--- src/verilog/pause_pkg.sv ---
// How it works
// - sixteen-bit refresh threshold, used when transmit pause enabled
// - counter hits threshold while paused: resend XOFF
// - zero threshold disables periodic XOFF refresh
// - status bit 0 shows XON/XOFF, resets XON
// - status bit 1 set above high watermark
// - status bit 2 set below low watermark, resets one
// - status bits 31:16 show refresh counter
// - fullness at or above high watermark sends XOFF
// - falling to low watermark sends XON if enabled
// - XOFF frame carries sixteen-bit pause timer value
package pause_pkg;

  // register byte offsets
  localparam logic [15:0] threshold_off = 16'h2460;
  localparam logic [15:0] status_off = 16'h2464;
  localparam logic [15:0] control_off = 16'h2468;
  localparam logic [15:0] watermark_off = 16'h246c;
  localparam logic [15:0] timer_off = 16'h2470;

  // control register fields
  localparam int tx_pause_enable_bit = 0;
  localparam int resume_frame_enable_bit = 1;

  // status register fields
  localparam int state_bit = 0;
  localparam int above_high_bit = 1;
  localparam int below_low_bit = 2;
  localparam int counter_lsb = 16;

  // watermark register fields, 16-byte units
  localparam int low_lsb = 0;
  localparam int high_lsb = 16;
  localparam int mark_w = 14;

  // reset values
  localparam logic [15:0] threshold_rst = 16'h0000;
  localparam logic [15:0] timer_rst = 16'h0000;
  localparam logic [1:0] control_rst = 2'h0;
  localparam logic [13:0] mark_rst = 14'h0000;
  localparam logic below_low_rst = 1'b1;

  // flow control state
  typedef enum logic [1:0] {
    st_xon = 2'b01,
    st_xoff = 2'b10
  } pause_state_t;

  // pause frame request toward the transmitter
  typedef struct packed {
    logic valid;
    logic xoff;
    logic [15:0] timer;
  } pause_req_t;

endpackage : pause_pkg

--- src/verilog/mark_compare.sv ---
`timescale 1ns/100ps
`default_nettype none
// compares buffer fullness (bytes) against one watermark (16-byte units)
module mark_compare
  import pause_pkg::*;
#(
  parameter int fill_w = 18
)(
  input wire logic [fill_w-1:0] fill, // buffer fullness in bytes
  input wire logic [mark_w-1:0] mark, // watermark in 16-byte units
  output logic ge, // fullness at or above mark
  output logic gt // fullness strictly above mark
);

  logic [fill_w+3:0] fill_x; // widened fullness
  logic [fill_w+3:0] mark_x; // watermark in bytes

  // scale and compare
  always_comb
  begin
    fill_x = {4'h0, fill};
    mark_x = {{(fill_w - mark_w + 4){1'b0}}, mark} << 4;
    ge = fill_x >= mark_x;
    gt = fill_x > mark_x;
  end

endmodule : mark_compare
`default_nettype wire

--- src/verilog/pause_refresh_and_status.sv ---
`timescale 1ns/100ps
`default_nettype none
// receive-side pause control with XOFF refresh and status word
module pause_refresh_and_status
  import pause_pkg::*;
#(
  parameter int fill_w = 18
)(
  input wire logic pclk, // bus clock
  input wire logic presetn, // asynchronous reset, active low
  input wire logic psel, // apb select
  input wire logic penable, // apb access phase
  input wire logic pwrite, // apb direction
  input wire logic [15:0] paddr, // apb byte address
  input wire logic [31:0] pwdata, // apb write data
  output logic [31:0] prdata, // apb read data
  output logic pready, // apb ready
  output logic pslverr, // apb error, unmapped address
  input wire logic [fill_w-1:0] rx_fill, // receive buffer bytes held
  input wire logic tx_accept, // transmitter took pause request
  output logic tx_valid, // pause frame request pending
  output logic tx_xoff, // 1 XOFF, 0 XON
  output logic [15:0] tx_timer // timer field of frame
);

  ////////////////////////////////////////////////////////////////////////
  // registers

  logic [15:0] refresh_threshold_r; // refresh threshold
  logic [15:0] pause_timer_value_r; // pause time in slots
  logic tx_pause_enable_r; // transmit pause enable
  logic resume_frame_enable_r; // XON frames enable
  logic [mark_w-1:0] low_watermark_r; // low watermark
  logic [mark_w-1:0] high_watermark_r; // high watermark
  pause_state_t state_r; // flow control state
  logic above_high_r; // fullness above high mark
  logic below_low_r; // fullness below low mark
  logic [15:0] refresh_cnt_r; // shadow refresh counter
  pause_req_t req_r; // pending frame request
  logic pready_r; // one-cycle ready
  logic [31:0] prdata_r; // read data
  logic pslverr_r; // error answer

  logic high_ge; // fill >= high
  logic high_gt; // fill > high
  logic low_ge; // fill >= low
  logic low_gt; // fill > low
  logic wr_go; // write takes effect
  logic rd_go; // read completes
  logic mapped; // address decodes
  logic send_xoff; // first XOFF event
  logic send_refresh; // refresh XOFF event
  logic send_xon; // XON event

  ////////////////////////////////////////////////////////////////////////
  // watermark compares

  mark_compare #(.fill_w(fill_w)) u_high (
    .fill(rx_fill),
    .mark(high_watermark_r),
    .ge(high_ge),
    .gt(high_gt)
  );

  mark_compare #(.fill_w(fill_w)) u_low (
    .fill(rx_fill),
    .mark(low_watermark_r),
    .ge(low_ge),
    .gt(low_gt)
  );

  ////////////////////////////////////////////////////////////////////////
  // apb decode; ready answers in the first access cycle

  always_comb
  begin
    mapped = (paddr == threshold_off) || (paddr == status_off) ||
             (paddr == control_off) || (paddr == watermark_off) ||
             (paddr == timer_off);
    wr_go = psel && penable && pready_r && pwrite && mapped;
    rd_go = psel && penable && pready_r && !pwrite;
  end

  // ready pulse: high for the cycle after setup
  // every access therefore takes exactly one access cycle, no wait states
  always_ff @(posedge pclk or negedge presetn)
  begin
    if (!presetn)
    begin
      pready_r <= 1'b0;
    end
    else
    begin
      pready_r <= psel && !penable;
    end
  end

  // error for unmapped addresses
  // pslverr rides with pready, so the master sees both at the same edge
  always_ff @(posedge pclk or negedge presetn)
  begin
    if (!presetn)
    begin
      pslverr_r <= 1'b0;
    end
    else
    begin
      pslverr_r <= psel && !penable && !mapped;
    end
  end

  // read mux, reserved bits read zero
  // data is captured at setup so it stands through the access cycle,
  // and is cleared afterwards so a stale word never lingers on the bus
  always_ff @(posedge pclk or negedge presetn)
  begin
    if (!presetn)
    begin
      prdata_r <= 32'h0000_0000;
    end
    else if (psel && !penable && !pwrite)
    begin
      prdata_r <= 32'h0000_0000;
      case (paddr)
        threshold_off: prdata_r[15:0] <= refresh_threshold_r;
        status_off:
        begin
          prdata_r[state_bit] <= (state_r == st_xoff);
          prdata_r[above_high_bit] <= above_high_r;
          prdata_r[below_low_bit] <= below_low_r;
          prdata_r[counter_lsb +: 16] <= refresh_cnt_r;
        end
        control_off:
        begin
          prdata_r[tx_pause_enable_bit] <= tx_pause_enable_r;
          prdata_r[resume_frame_enable_bit] <= resume_frame_enable_r;
        end
        watermark_off:
        begin
          prdata_r[low_lsb +: mark_w] <= low_watermark_r;
          prdata_r[high_lsb +: mark_w] <= high_watermark_r;
        end
        timer_off: prdata_r[15:0] <= pause_timer_value_r;
        default: prdata_r <= 32'h0000_0000;
      endcase
    end
    else if (rd_go)
    begin
      prdata_r <= 32'h0000_0000; // read done, drop the word
    end
  end

  ////////////////////////////////////////////////////////////////////////
  // software registers; status offset is not writable
  // writes land at the access edge only; unmapped and status offsets
  // leave every register untouched

  always_ff @(posedge pclk or negedge presetn)
  begin
    if (!presetn)
    begin
      refresh_threshold_r <= threshold_rst;
      pause_timer_value_r <= timer_rst;
      tx_pause_enable_r <= control_rst[tx_pause_enable_bit];
      resume_frame_enable_r <= control_rst[resume_frame_enable_bit];
      low_watermark_r <= mark_rst;
      high_watermark_r <= mark_rst;
    end
    else if (wr_go)
    begin
      case (paddr)
        threshold_off: refresh_threshold_r <= pwdata[15:0];
        control_off:
        begin
          tx_pause_enable_r <= pwdata[tx_pause_enable_bit];
          resume_frame_enable_r <= pwdata[resume_frame_enable_bit];
        end
        watermark_off:
        begin
          low_watermark_r <= pwdata[low_lsb +: mark_w];
          high_watermark_r <= pwdata[high_lsb +: mark_w];
        end
        timer_off: pause_timer_value_r <= pwdata[15:0];
        default: ; // status write ignored
      endcase
    end
  end

  ////////////////////////////////////////////////////////////////////////
  // fullness flags
  // registered from the compares, so they trail rx_fill by one cycle;
  // below-low comes out of reset set, as the buffer starts empty

  always_ff @(posedge pclk or negedge presetn)
  begin
    if (!presetn)
    begin
      above_high_r <= 1'b0;
      below_low_r <= below_low_rst;
    end
    else
    begin
      above_high_r <= high_gt;
      below_low_r <= !low_ge;
    end
  end

  ////////////////////////////////////////////////////////////////////////
  // flow control events
  // leaving XOFF needs no enable term; only the frame depends on the
  // enable bits
  // refresh needs fullness still above the low mark, so a draining
  // buffer never gets a fresh pause just before the resume

  always_comb
  begin
    send_xoff = tx_pause_enable_r && (state_r == st_xon) && high_ge;
    send_refresh = tx_pause_enable_r && (state_r == st_xoff) && low_gt &&
                   (refresh_threshold_r != 16'h0000) &&
                   (refresh_cnt_r >= refresh_threshold_r);
    send_xon = (state_r == st_xoff) && !low_gt;
  end

  // xon/xoff state machine
  // clearing the transmit pause enable drops back to XON without a frame,
  // so a disabled port cannot stay stuck in the pause state
  always_ff @(posedge pclk or negedge presetn)
  begin
    if (!presetn)
    begin
      state_r <= st_xon;
    end
    else
    begin
      case (state_r)
        st_xon: if (send_xoff) state_r <= st_xoff;
        st_xoff: if (send_xon || !tx_pause_enable_r) state_r <= st_xon;
        default: state_r <= st_xon;
      endcase
    end
  end

  // shadow refresh counter
  // counts cycles spent in XOFF and saturates instead of wrapping, so a
  // late threshold write still triggers a refresh at once
  always_ff @(posedge pclk or negedge presetn)
  begin
    if (!presetn)
    begin
      refresh_cnt_r <= 16'h0000;
    end
    else if (state_r != st_xoff || send_xon || !tx_pause_enable_r)
    begin
      refresh_cnt_r <= 16'h0000;
    end
    else if (send_refresh)
    begin
      refresh_cnt_r <= 16'h0000;
    end
    else if (refresh_cnt_r != 16'hffff)
    begin
      refresh_cnt_r <= refresh_cnt_r + 16'h0001;
    end
  end

  // frame request; newest event replaces any unsent one
  // the partner only needs the latest pause state, never a backlog;
  // an XON event with transmit pause enabled and resume frames disabled cancels a waiting XOFF,
  // and an event in the same cycle as tx_accept wins over the clear
  always_ff @(posedge pclk or negedge presetn)
  begin
    if (!presetn)
    begin
      req_r <= '0;
    end
    else if (send_xoff || send_refresh)
    begin
      req_r.valid <= 1'b1;
      req_r.xoff <= 1'b1;
      req_r.timer <= pause_timer_value_r;
    end
    else if (send_xon && tx_pause_enable_r)
    begin
      req_r.valid <= resume_frame_enable_r;
      req_r.xoff <= 1'b0;
      req_r.timer <= 16'h0000;
    end
    else if (tx_accept)
    begin
      req_r.valid <= 1'b0;
    end
  end

  ////////////////////////////////////////////////////////////////////////
  // outputs
  // plain copies of flip-flops, no logic after the registers

  always_comb
  begin
    prdata = prdata_r;
    pready = pready_r;
    pslverr = pslverr_r;
    tx_valid = req_r.valid;
    tx_xoff = req_r.xoff;
    tx_timer = req_r.timer;
  end

endmodule : pause_refresh_and_status
`default_nettype wire
--- config.mk ---
export PLATFORM = sky130hd
export DESIGN_NAME = pause_refresh_and_status
export DESIGN_NICKNAME = d
export VERILOG_FILES = /design/src/verilog/pause_pkg.sv /design/src/verilog/mark_compare.sv /design/src/verilog/pause_refresh_and_status.sv
export SDC_FILE = /design/constraint.sdc
export NUM_CORES = 1
export LEC_CHECK = 0
export BUFFER_PORTS_ARGS = -buffer_cell sky130_fd_sc_hd__buf_4
export CAP_MARGIN = 20
export CELL_PAD_IN_SITES_DETAIL_PLACEMENT = 1
export CELL_PAD_IN_SITES_GLOBAL_PLACEMENT = 1
export CORE_ASPECT_RATIO = 1.5
export CORE_MARGIN = 2
export CORE_UTILIZATION = 44
export DETAILED_ROUTE_END_ITERATION = 6
export PLACE_DENSITY_LB_ADDON = 0.1
export SLEW_MARGIN = 20
export SYNTH_ARGS = -nofsm -noshare
export SYNTH_HDL_FRONTEND = slang
export SYNTH_HIERARCHICAL = 1
export SYNTH_SLANG_ARGS = --single-unit
--- constraint.sdc ---
create_clock -name pclk -period 3.2 [get_ports pclk]
set_clock_uncertainty 0.2 [all_clocks]
set_input_delay 0.16 -clock pclk [delete_from_list [all_inputs] [get_ports pclk]]
set_output_delay 0.16 -clock pclk [all_outputs]
set_load 0.01 [all_outputs]
; ---- Word level (Yosys, flattened, before mapping)
; Index checks and enable logic that the tools add are counted.
[word_totals]
register_bits = 134
[classes]
addsub = 1
n_eq_ne = 11
n_mux = 18
order_cmp = 5
reduce_logical = 40
[op_table]
columns = op, n
row1 = "equality test 16 x 14 -> 1 bit, second input constant", 5
row2 = 2-to-1 mux 32 bit, 2
row3 = 2-to-1 mux 16 bit, 3
row4 = greater-or-equal comparator 18 bit, 2
row5 = > comparator 18 bit, 2
row6 = case mux 11 bit (3 select lines), 1
row7 = case mux 14 bit (2 select lines), 1
row8 = 2-to-1 mux 18 bit, 1
row9 = 2-to-1 mux 17 bit, 1
row10 = "adder 16 x 1 -> 16 bit, second input constant", 1
row11 = greater-or-equal comparator 16 bit, 1
row12 = logical AND 1 bit, 16
row13 = "inequality test 16 bit, second input constant", 1
row14 = nonzero test 16 bit, 1
row15 = case mux 2 bit (5 select lines), 1
row16 = AND reduction 2 bit, 5
row17 = logical OR 1 bit, 8
row18 = case mux 2 bit (2 select lines), 2
row19 = zero test 1 bit, 6
row20 = 2-to-1 mux 2 bit, 3
row21 = nonzero test 3 bit, 2
row22 = "inequality test 2 bit, second input constant", 2
row23 = case mux 1 bit (4 select lines), 1
row24 = nonzero test 2 bit, 2
row25 = other kinds (4), 5

; ---- Logic depth before layout (Yosys ltp)
; Gate-level depths: netlist of run 1.
[depth]
ltp_word = 7
mapped_depth = 13
mapped_depth_nobuf = 11

; ---- Modules after synthesis
; Netlist of run 1, hierarchy kept.
[modules_own_cells]
columns = mod, cells_each, seq_area_each_um2, instances, area_each_um2
row1 = pause_refresh_and_status, 562, 3355.7, 1, 6296.0
row2 = mark_compare, 52, 0.0, 2, 371.6

; ---- Least setup slack after synthesis of run 1
; OpenSTA, ideal clock, no wires.
[synth_path]
kind = register -> register
startpoint = register low_watermark_r[13]
endpoint = register req_r (netlist bit tx_timer[0])
arrival_time_ns = 2.365
period_less_slack_ns = 2.645
path_buffers = 1
path_stages_with_launch = 12
slack_ns = 0.555
required_time_ns = 2.921
cell_sequence = dfrtp_1 > inv_1 > ha_1 > nand4_1 > or4_1 > a21boi_1 > and3_1 > nand2_1 > a31oi_1 > buf_2 > nor2_1 > mux2i_1
[synth_via]
elab_chain_cells = 6
elab_cells_between_ends = 10
[synth_rtl]
columns = item, line
row1 = "start, declared", pause_refresh_and_status.sv:33  ; logic [mark_w-1:0] low_watermark_r;
row2 = "start signal, assigned", pause_refresh_and_status.sv:166  ; low_watermark_r <= mark_rst;
row3 = "start signal, assigned", pause_refresh_and_status.sv:180  ; low_watermark_r <= pwdata[low_lsb +: mark_w];
row4 = > comparator 18 bit (*), mark_compare.sv:24  ; gt = fill_x > mark_x;
row5 = named net low_gt, pause_refresh_and_status.sv:47  ; logic low_gt;
row6 = logical AND 1 bit (2 in a row), pause_refresh_and_status.sv:218  ; send_refresh = tx_pause_enable_r && (state_r == st_xoff) && low_gt &&
row7 = logical AND 1 bit, pause_refresh_and_status.sv:219  ; (refresh_threshold_r != 16'h0000) &&
row8 = logical OR 1 bit, pause_refresh_and_status.sv:276  ; else if (send_xoff || send_refresh)
row9 = 2-to-1 mux 18 bit / nonzero test 2 bit (equally long branches), --
row10 = "end, declared", pause_refresh_and_status.sv:39  ; pause_req_t req_r;
; The timed path passes the listed nets; every way through them passes the cells marked *.
; A chain may end at the register's enable or synchronous reset.

; ---- Worst setup path in the final report of run 1
[layout_path]
startpoint = register low_watermark_r[5]
endpoint = register req_r (netlist bit tx_timer[11])
; Same word-level chain as after synthesis.

==> results of run 1 <==
==> routing by layer <==
metal,part of all wire,vias to the layer above,global-route usage
li1,-,2687,-
met1,0.38,2905,0.2957
met2,0.54,142,0.4695
met3,0.030,54,0.04351
met4,0.046,0,0.1311
met5,0,-,0
==> logic make-up after synthesis <==
| group | share of synthesized area |
|---|---|
| XOR/XNOR | 0.01369 |
| AND/OR/NAND/NOR | 0.1402 |
| multiplexers | 0.1205 |
| AO/OA/AOI/OAI | 0.1186 |
| buffers and inverters | 0.05030 |
| adder cells (fa/ha/maj) | 0.07999 |
| flip-flops | 0.4767 |
==> Yosys cell counts, types with 10 or more instances <==
cell and count:
mux2i_1 21, a222oi_1 11, nand2_1 97, mux2_2 26, nor2_1 31, a21oi_1 21
o21ai_0 67, ha_1 45, o31ai_1 14, buf_2 10, dfrtp_1 132, nand4_1 13
mux2_4 20, inv_1 55, clkbuf_1 11
==> through the flow <==
stage / hold slack, ns / instance area [um^2] / power (mW) / util
final: 0.08323 / 9215 / 4.020 / 0.5898
after global placement: 0.08992 / 8193 / 1.944 / 0.5243
after detailed placement: 0.1009 / 8193 / 1.954 / 0.5243
after floorplan: -0.3356 / 7039 / 1.801 / -
after global routing: 0.09992 / 9215 / 4.146 / 0.5898
after CTS: 0.07641 / 9208 / 4.035 / 0.5893
==> how the worst max path moves through the flow <==
stage / start / end / slack (ns) / cells after the start
after floorplan: low_watermark_r[13] / tx_timer[0] / 0.56 / 11
after global placement: low_watermark_r[9] / tx_timer[0] / 0.23 / 11
after detailed placement: low_watermark_r[9] / tx_timer[1] / 0.13 / 11
after CTS: low_watermark_r[9] / tx_timer[1] / 0.11 / 11
after global routing: low_watermark_r[5] / tx_timer[11] / 0.02 / 12
final: low_watermark_r[5] / tx_timer[11] / 0.19 / 12
==> layout make-up <==
class | instances | area [um^2] | area share
clock buffer | 18 | 439.2 | 0.04766
clock inverter | 14 | 175.2 | 0.01901
inverter | 55 | 206.4 | 0.02240
multi-input combinational | 451 | 3343 | 0.3628
sequential | 134 | 3356 | 0.3642
tap | 203 | 254.0 | 0.02756
timing repair buffer | 172 | 1441 | 0.1564
==> placed cells by master, fill, tap and decap left out, types with 3 or more instances in the layout <==
cell             n
nand4_1         13
nand2b_1         4
nor3_1           6
nor4_1           5
and3_1           4
clkinvlp_4       3
dfrtp_1        132
o21ai_0         67
mux2_4          20
a22o_1           5
ha_1            45
a222oi_1        11
nand2_1         97
xnor2_1          6
bufinv_16        3
buf_4          128
nor2b_1          4
xor2_1           5
clkinv_4         4
o31ai_1         14
clkbuf_16       17
nand3_1          9
nor2_1          30
a21oi_1         21
mux2i_1         21
inv_1           55
buf_12           4
mux2_2          26
dlygate4sd3_1   40
==> worst max-delay path, stage by stage (launching register included) <==
cell and delay, ns:
dfrtp_1 0.39, inv_1 0.07, ha_1 0.33, nand4_1 0.14
o21bai_1 0.19, a311o_1 0.29, a21boi_1 0.17, and3_1 0.23
nand2_1 0.10, a31oi_2 0.22, buf_4 0.32, o21ai_0 0.16
o31ai_1 0.10
==> flip-flops by register name, indices dropped and copies added, names as in the netlist, 2 cells and up <==
name	cells
refresh_cnt_r	16
state_r	2
prdata	32
low_watermark_r	14
tx_timer	16
refresh_threshold_r	16
pause_timer_value_r	16
high_watermark_r	14
==> power by group <==
part | leakage (nW) | total [mW] | switching [mW] | internal (mW)
Clock | 0.293 | 2.06 | 0.806 | 1.25
Combinational | 2.33 | 0.262 | 0.131 | 0.130
Sequential | 1.77 | 1.70 | 0.00140 | 1.70
Total | 4.39 | 4.02 | 0.938 | 3.08
==> what timing repair did <==
action / 4_1_cts / 5_1_grt
gates resized for setup: 0 / 2
hold buffers: 40 / 0
endpoints found under the hold margin: 126 / 0
endpoints found under the setup margin: 0 / 2
==> reports/results.ini, run 1 <==
[setup_path]
end_kind = flop
worst_ep_arrival_time_ns = 3.13
reg2reg_depth = 12
r2r_end = tx_timer[11]
r2r_slack_ns = 0.19
crit_fanout = 29
start_kind = flop
critPathKind = flop to flop
reg2reg_from = low_watermark_r[5]
cp.required_ns = 3.33

[place]
gp_congestion = 0.8858
numPortBuffers = 121
dp_hpwl_um = 15640
pre_cts_ws_ns = 0.1323
placed_cells_incl_taps = 975

[clocking]
clkTransAtPathRegs_ns = 0.06
clkLatencyLatePin_ns = 0.42
clockBufferDepth = 2
cts_inserted_buffers = 17
cts_sinks = 134
htreeDepth = 4
post-cts-setup-buffers = 0
clockRootBuffer = clkbuf_16
cts_tree = yes

[detailed_routing]
vias = 5788
routedWlPerCell_um = 20.07
drtPass1Iterations = 6
drc_errors = 0
viasPerCell = 5.528
wl_um = 21020
ant_nets = 0
drt_iter0_drc = 222

[floorplan]
core_area_um2 = 15630
die_w_um = 107.3
die_area_um2 = 17050
initial_utilization = 0.4505
die_h_um = 158.9
std_cell_rows = 56
ios = 124

[finish]
stdcell_count = 1047
num_antenna_cells = 0
drive_gt1_frac = 0.2725
fillers = 1724
final_nets = 948
synthToLayoutAreaGrowth_pct = 30.91

[grt]
grt_pass1_vias = 6448
track_usage = 0.2625
grt_overflow = 0
antenna_found_initial = 0
grt_max_degree = 61
grt_pass1_wl_um = 34420

[timing]
slew_viol_final = 0
min_period_ns = 3.006
timing.final.crit_share = 0.9393
grt_setup_unrepaired = false
layout_setup_ws_ns = 0.1942
relSlewSlack = 0.3608
setup_viol = 0
max_freq_mhz = 332.7
setup_tns_ns = 0
hold_viol = 0
worst_slew_pin_slew_ns = 0.9552

[synth]
yosysWarnings = 6
async_flop_share = 1.000
syn_inst = 666
ys_ff_latch = 134
synth_top_area_cell = dfrtp_1
syn_nets = 783
synth_top_area_frac = 0.4692
avgSynthCellArea_um2 = 10.57
yosysSeqAreaShare = 0.4767
synth_ff_type = dfrtp_1
synth.cell_area_um2 = 7039
post_synth_main_area_contributors = dfrtp_1, ha_1, nand2_1, o21ai_0, mux2_4
synth_edf_count = 0
synth_cell_types = 55

[hold_path]
hp-class = input pin to flop
hold_path_end = prdata[26]
whs_path_depth = 3
worstHoldStart = paddr[3]

[pwr]
ir_worst_vdd_mv = 0.2775
powerDensity_nw_per_um2 = 436.2
leakage_nw = 4.392

[job]
maxCapViolations = 0

[outcome]
status = completed

Power figures use the tool's default switching activity.
==> inputs of run 2 (changes only) <==
--- a/config.mk
+++ b/config.mk
@@ -5,17 +5,16 @@
 export SDC_FILE = /design/constraint.sdc
 export NUM_CORES = 1
 export LEC_CHECK = 0
-export BUFFER_PORTS_ARGS = -buffer_cell sky130_fd_sc_hd__buf_4
+export BUFFER_PORTS_ARGS = -buffer_cell sky130_fd_sc_hd__buf_2
 export CAP_MARGIN = 20
 export CELL_PAD_IN_SITES_DETAIL_PLACEMENT = 1
 export CELL_PAD_IN_SITES_GLOBAL_PLACEMENT = 1
 export CORE_ASPECT_RATIO = 1.5
 export CORE_MARGIN = 2
-export CORE_UTILIZATION = 44
+export CORE_UTILIZATION = 43
 export DETAILED_ROUTE_END_ITERATION = 6
 export PLACE_DENSITY_LB_ADDON = 0.1
 export SLEW_MARGIN = 20
 export SYNTH_ARGS = -nofsm -noshare
 export SYNTH_HDL_FRONTEND = slang
-export SYNTH_HIERARCHICAL = 1
 export SYNTH_SLANG_ARGS = --single-unit
==> reports/results.ini, run 2 <==
[synth]
synth.cell_area_um2 = 6838  ; -2.9%
synth_top_area_cell = dfrtp_1
synthMuxAreaShare = 0.07008  ; -0.05043
synth_xor_area_frac = 0.01281  ; -0.0008777
synth_edf_count = 0  ; unchanged
yosysWarnings = 0  ; -6
synthAdderAreaFrac = 0.08234  ; +0.002356
synth_top_family_by_area = compound AO/OA/AOI/OAI gates
synth_top_area_frac = 0.4831  ; +0.01382
avgSynthCellArea_um2 = 10.27  ; -2.9%
yosysSeqAreaShare = 0.4908  ; +0.01404
yosys-top-cells-count = dfrtp_1, o21ai_0, nand2_1
synth-compound-area-share = 0.1486  ; +0.03003
synth_cell_types = 56  ; +1.8%
synth_ff_type = dfrtp_1
ys_ff_latch = 134  ; unchanged
post_synth_main_area_contributors = dfrtp_1, ha_1, o21ai_0, mux2_2, a22oi_1
async_flop_share = 1.000  ; unchanged
syn_inst = 666  ; unchanged
synth.most_common_cell = dfrtp_1
synth-simple-area-share = 0.1480  ; +0.007791
syn_nets = 783  ; unchanged

[floorplan]
die_w_um = 107.0  ; -0.29%
core_area_um2 = 15630  ; unchanged
die_area_um2 = 16950  ; -0.59%
std_cell_rows = 56  ; unchanged
initial_utilization = 0.4376  ; -0.01289
ios = 124  ; unchanged
die_h_um = 158.4  ; -0.29%

[pwr]
ir_worst_vdd_mv = 0.2804  ; +1.1%
leakage_nw = 4.418  ; +0.60%
powerDensity_nw_per_um2 = 446.1  ; +2.3%

[clocking]
cts_inserted_buffers = 17  ; unchanged
cts_sinks = 134  ; unchanged
htreeDepth = 4  ; unchanged
post-cts-setup-buffers = 0  ; unchanged
clockBufferDepth = 2  ; unchanged
clkTransAtPathRegs_ns = 0.06  ; about the same
clockRootBuffer = clkbuf_16
cts_tree = yes
clkLatencyLatePin_ns = 0.42  ; about the same

[finish]
largest_reg_flops = 32  ; unchanged
fillers = 1757  ; +1.9%
drive_gt1_frac = 0.2715  ; -0.0009652
num_antenna_cells = 0  ; unchanged
synthToLayoutAreaGrowth_pct = 28.00
mostFrequentLayoutCells = dfrtp_1, buf_2, o21ai_0
final_nets = 951  ; +0.32%
layout_commonest_cell = dfrtp_1

[place]
numPortBuffers = 121  ; unchanged
pre_cts_ws_ns = -0.09186  ; -0.2242 ns
gp_congestion = 0.8490  ; -4.2%
dp_hpwl_um = 15320  ; -2.0%

[detailed_routing]
wl_um = 21280  ; +1.3%
routedWlPerCell_um = 20.27  ; +0.97%
drt_iter0_drc = 248  ; +12%
drtPass1Iterations = 4  ; -2
viasPerCell = 5.547  ; +0.33%
vias = 5824  ; +0.62%
drc_errors = 0  ; unchanged
ant_nets = 0  ; unchanged

[grt]
grt_pass1_vias = 6558  ; +1.7%
grt_overflow = 0  ; unchanged
antenna_found_initial = 0  ; unchanged
track_usage = 0.2655  ; +0.003048
grt_max_degree = 60  ; -1.6%
grt_pass1_wl_um = 34680  ; +0.74%

[timing]
relSlewSlack = 0.4491  ; +0.08829
slew_viol_final = 0  ; unchanged
worst_slew_pin_slew_ns = 0.8263  ; -0.1289 ns
max_freq_mhz = 332.4  ; about the same
setup_viol = 0  ; unchanged
min_period_ns = 3.008  ; +0.002368 ns
grt_setup_unrepaired = false
layout_setup_ws_ns = 0.1919  ; -0.002368 ns
hold_viol = 0  ; unchanged
timing.final.crit_share = 0.9400  ; about the same
hold_ws_ns = 0.03006  ; -0.05317 ns

[setup_path]
cp.required_ns = 3.31  ; -0.02 ns
end_kind = flop
critPathKind = flop to flop
crit_fanout = 18  ; -38%
worst_ep_arrival_time_ns = 3.11  ; -0.02 ns
start_kind = flop

[hold_path]
hp-class = input pin to flop

[job]
maxCapViolations = 0  ; unchanged

[outcome]
status = completed

==> run 2: cell count changes after synthesis, moves of 9 or more <==
cell,previous run,this run
a222oi_1,11,0
a22oi_1,0,38
and2b_1,0,9
mux2_4,20,8
mux2i_1,21,1
nand2_1,97,76
nor2b_1,4,15
o21ai_0,67,78
o31ai_1,14,1
==> run 2: where the power goes <==
part | leakage (nW) | switching (mW) | internal [mW]
combinational | 2.48 | 0.105 | 0.0814
clock | 0.287 | 0.831 | 1.19
sequential | 1.65 | 0.000549 | 1.70
==> run 2: critical path, cell delays in order (launching register included) <==
cell	delay, ns
dfrtp_1	0.35
inv_1	0.08
ha_1	0.33
nand4_1	0.15
or2_2	0.39
a311oi_2	0.27
nor3_1	0.13
a211oi_2	0.28
a21o_1	0.19
buf_12	0.18
mux2_2	0.35
==> run 2: layout make-up <==
cell class | count | area (um^2) | area share
Clock buffer | 18 | 439.2 | 0.05018
Sequential cell | 134 | 3356 | 0.3834
Tap cell | 203 | 254.0 | 0.02902
Inverter | 49 | 183.9 | 0.02101
Multi-Input combinational cell | 456 | 3184 | 0.3638
Clock inverter | 14 | 163.9 | 0.01873
Timing Repair Buffer | 176 | 1171 | 0.1338
==> run 2: timing repair <==
item	in CTS	in global routing
resized for setup	1	2
hold endpoints to repair	122	0
gates cloned	0	0
setup endpoints to repair	9	11
hold buffers	35	0
==> run 2: worst paths after layout <==
| check | slack [ns] | cells past startpoint | end | from |
|---|---|---|---|---|
| min in group asynchronous | 0.16 | 2 | tx_timer[10] | presetn |
| max in group asynchronous | 1.78 | 3 | below_low_r | presetn |
| setup / recovery | 0.19 | 10 | tx_timer[4] | high_watermark_r[13] |
| hold reg to reg | 0.28 | 2 | prdata[1] | prdata[1] |
| hold / removal | 0.03 | 3 | pslverr | paddr[3] |
| setup reg to reg | 0.19 | 10 | tx_timer[4] | high_watermark_r[13] |
==> run 2: through the flow <==
step	instances	TNS [ns]	instance area (um^2)	total power [mW]	utilization
detailed placement	983	-0.6947	7786	1.881	0.4983
finish	1050	0	8752	3.904	0.5601
global placement	983	-0.3368	7786	1.875	0.4983
global route	1050	0	8752	4.031	0.5601
floorplan	666	0	6838	1.764	-
CTS	1050	0	8741	3.936	0.5594
==> run 2: kinds of logic after synthesis <==
family	Yosys count
DFF	134
and+or+nand+nor	198
adders and majority gates	45
xor gates and xnor gates	10
buffers and inverters	76
AOI/OAI and AO/OA	163
muxes	40
==> run 2: metal layers <==
metal / track usage / up-vias / routed length [um]
met1: 0.3066 / 2979 / 8576
met4: 0.09153 / 0 / 459
met2: 0.4971 / 124 / 11710
met3: 0.03930 / 26 / 538
met5: 0 / - / 0
li1: - / 2695 / -
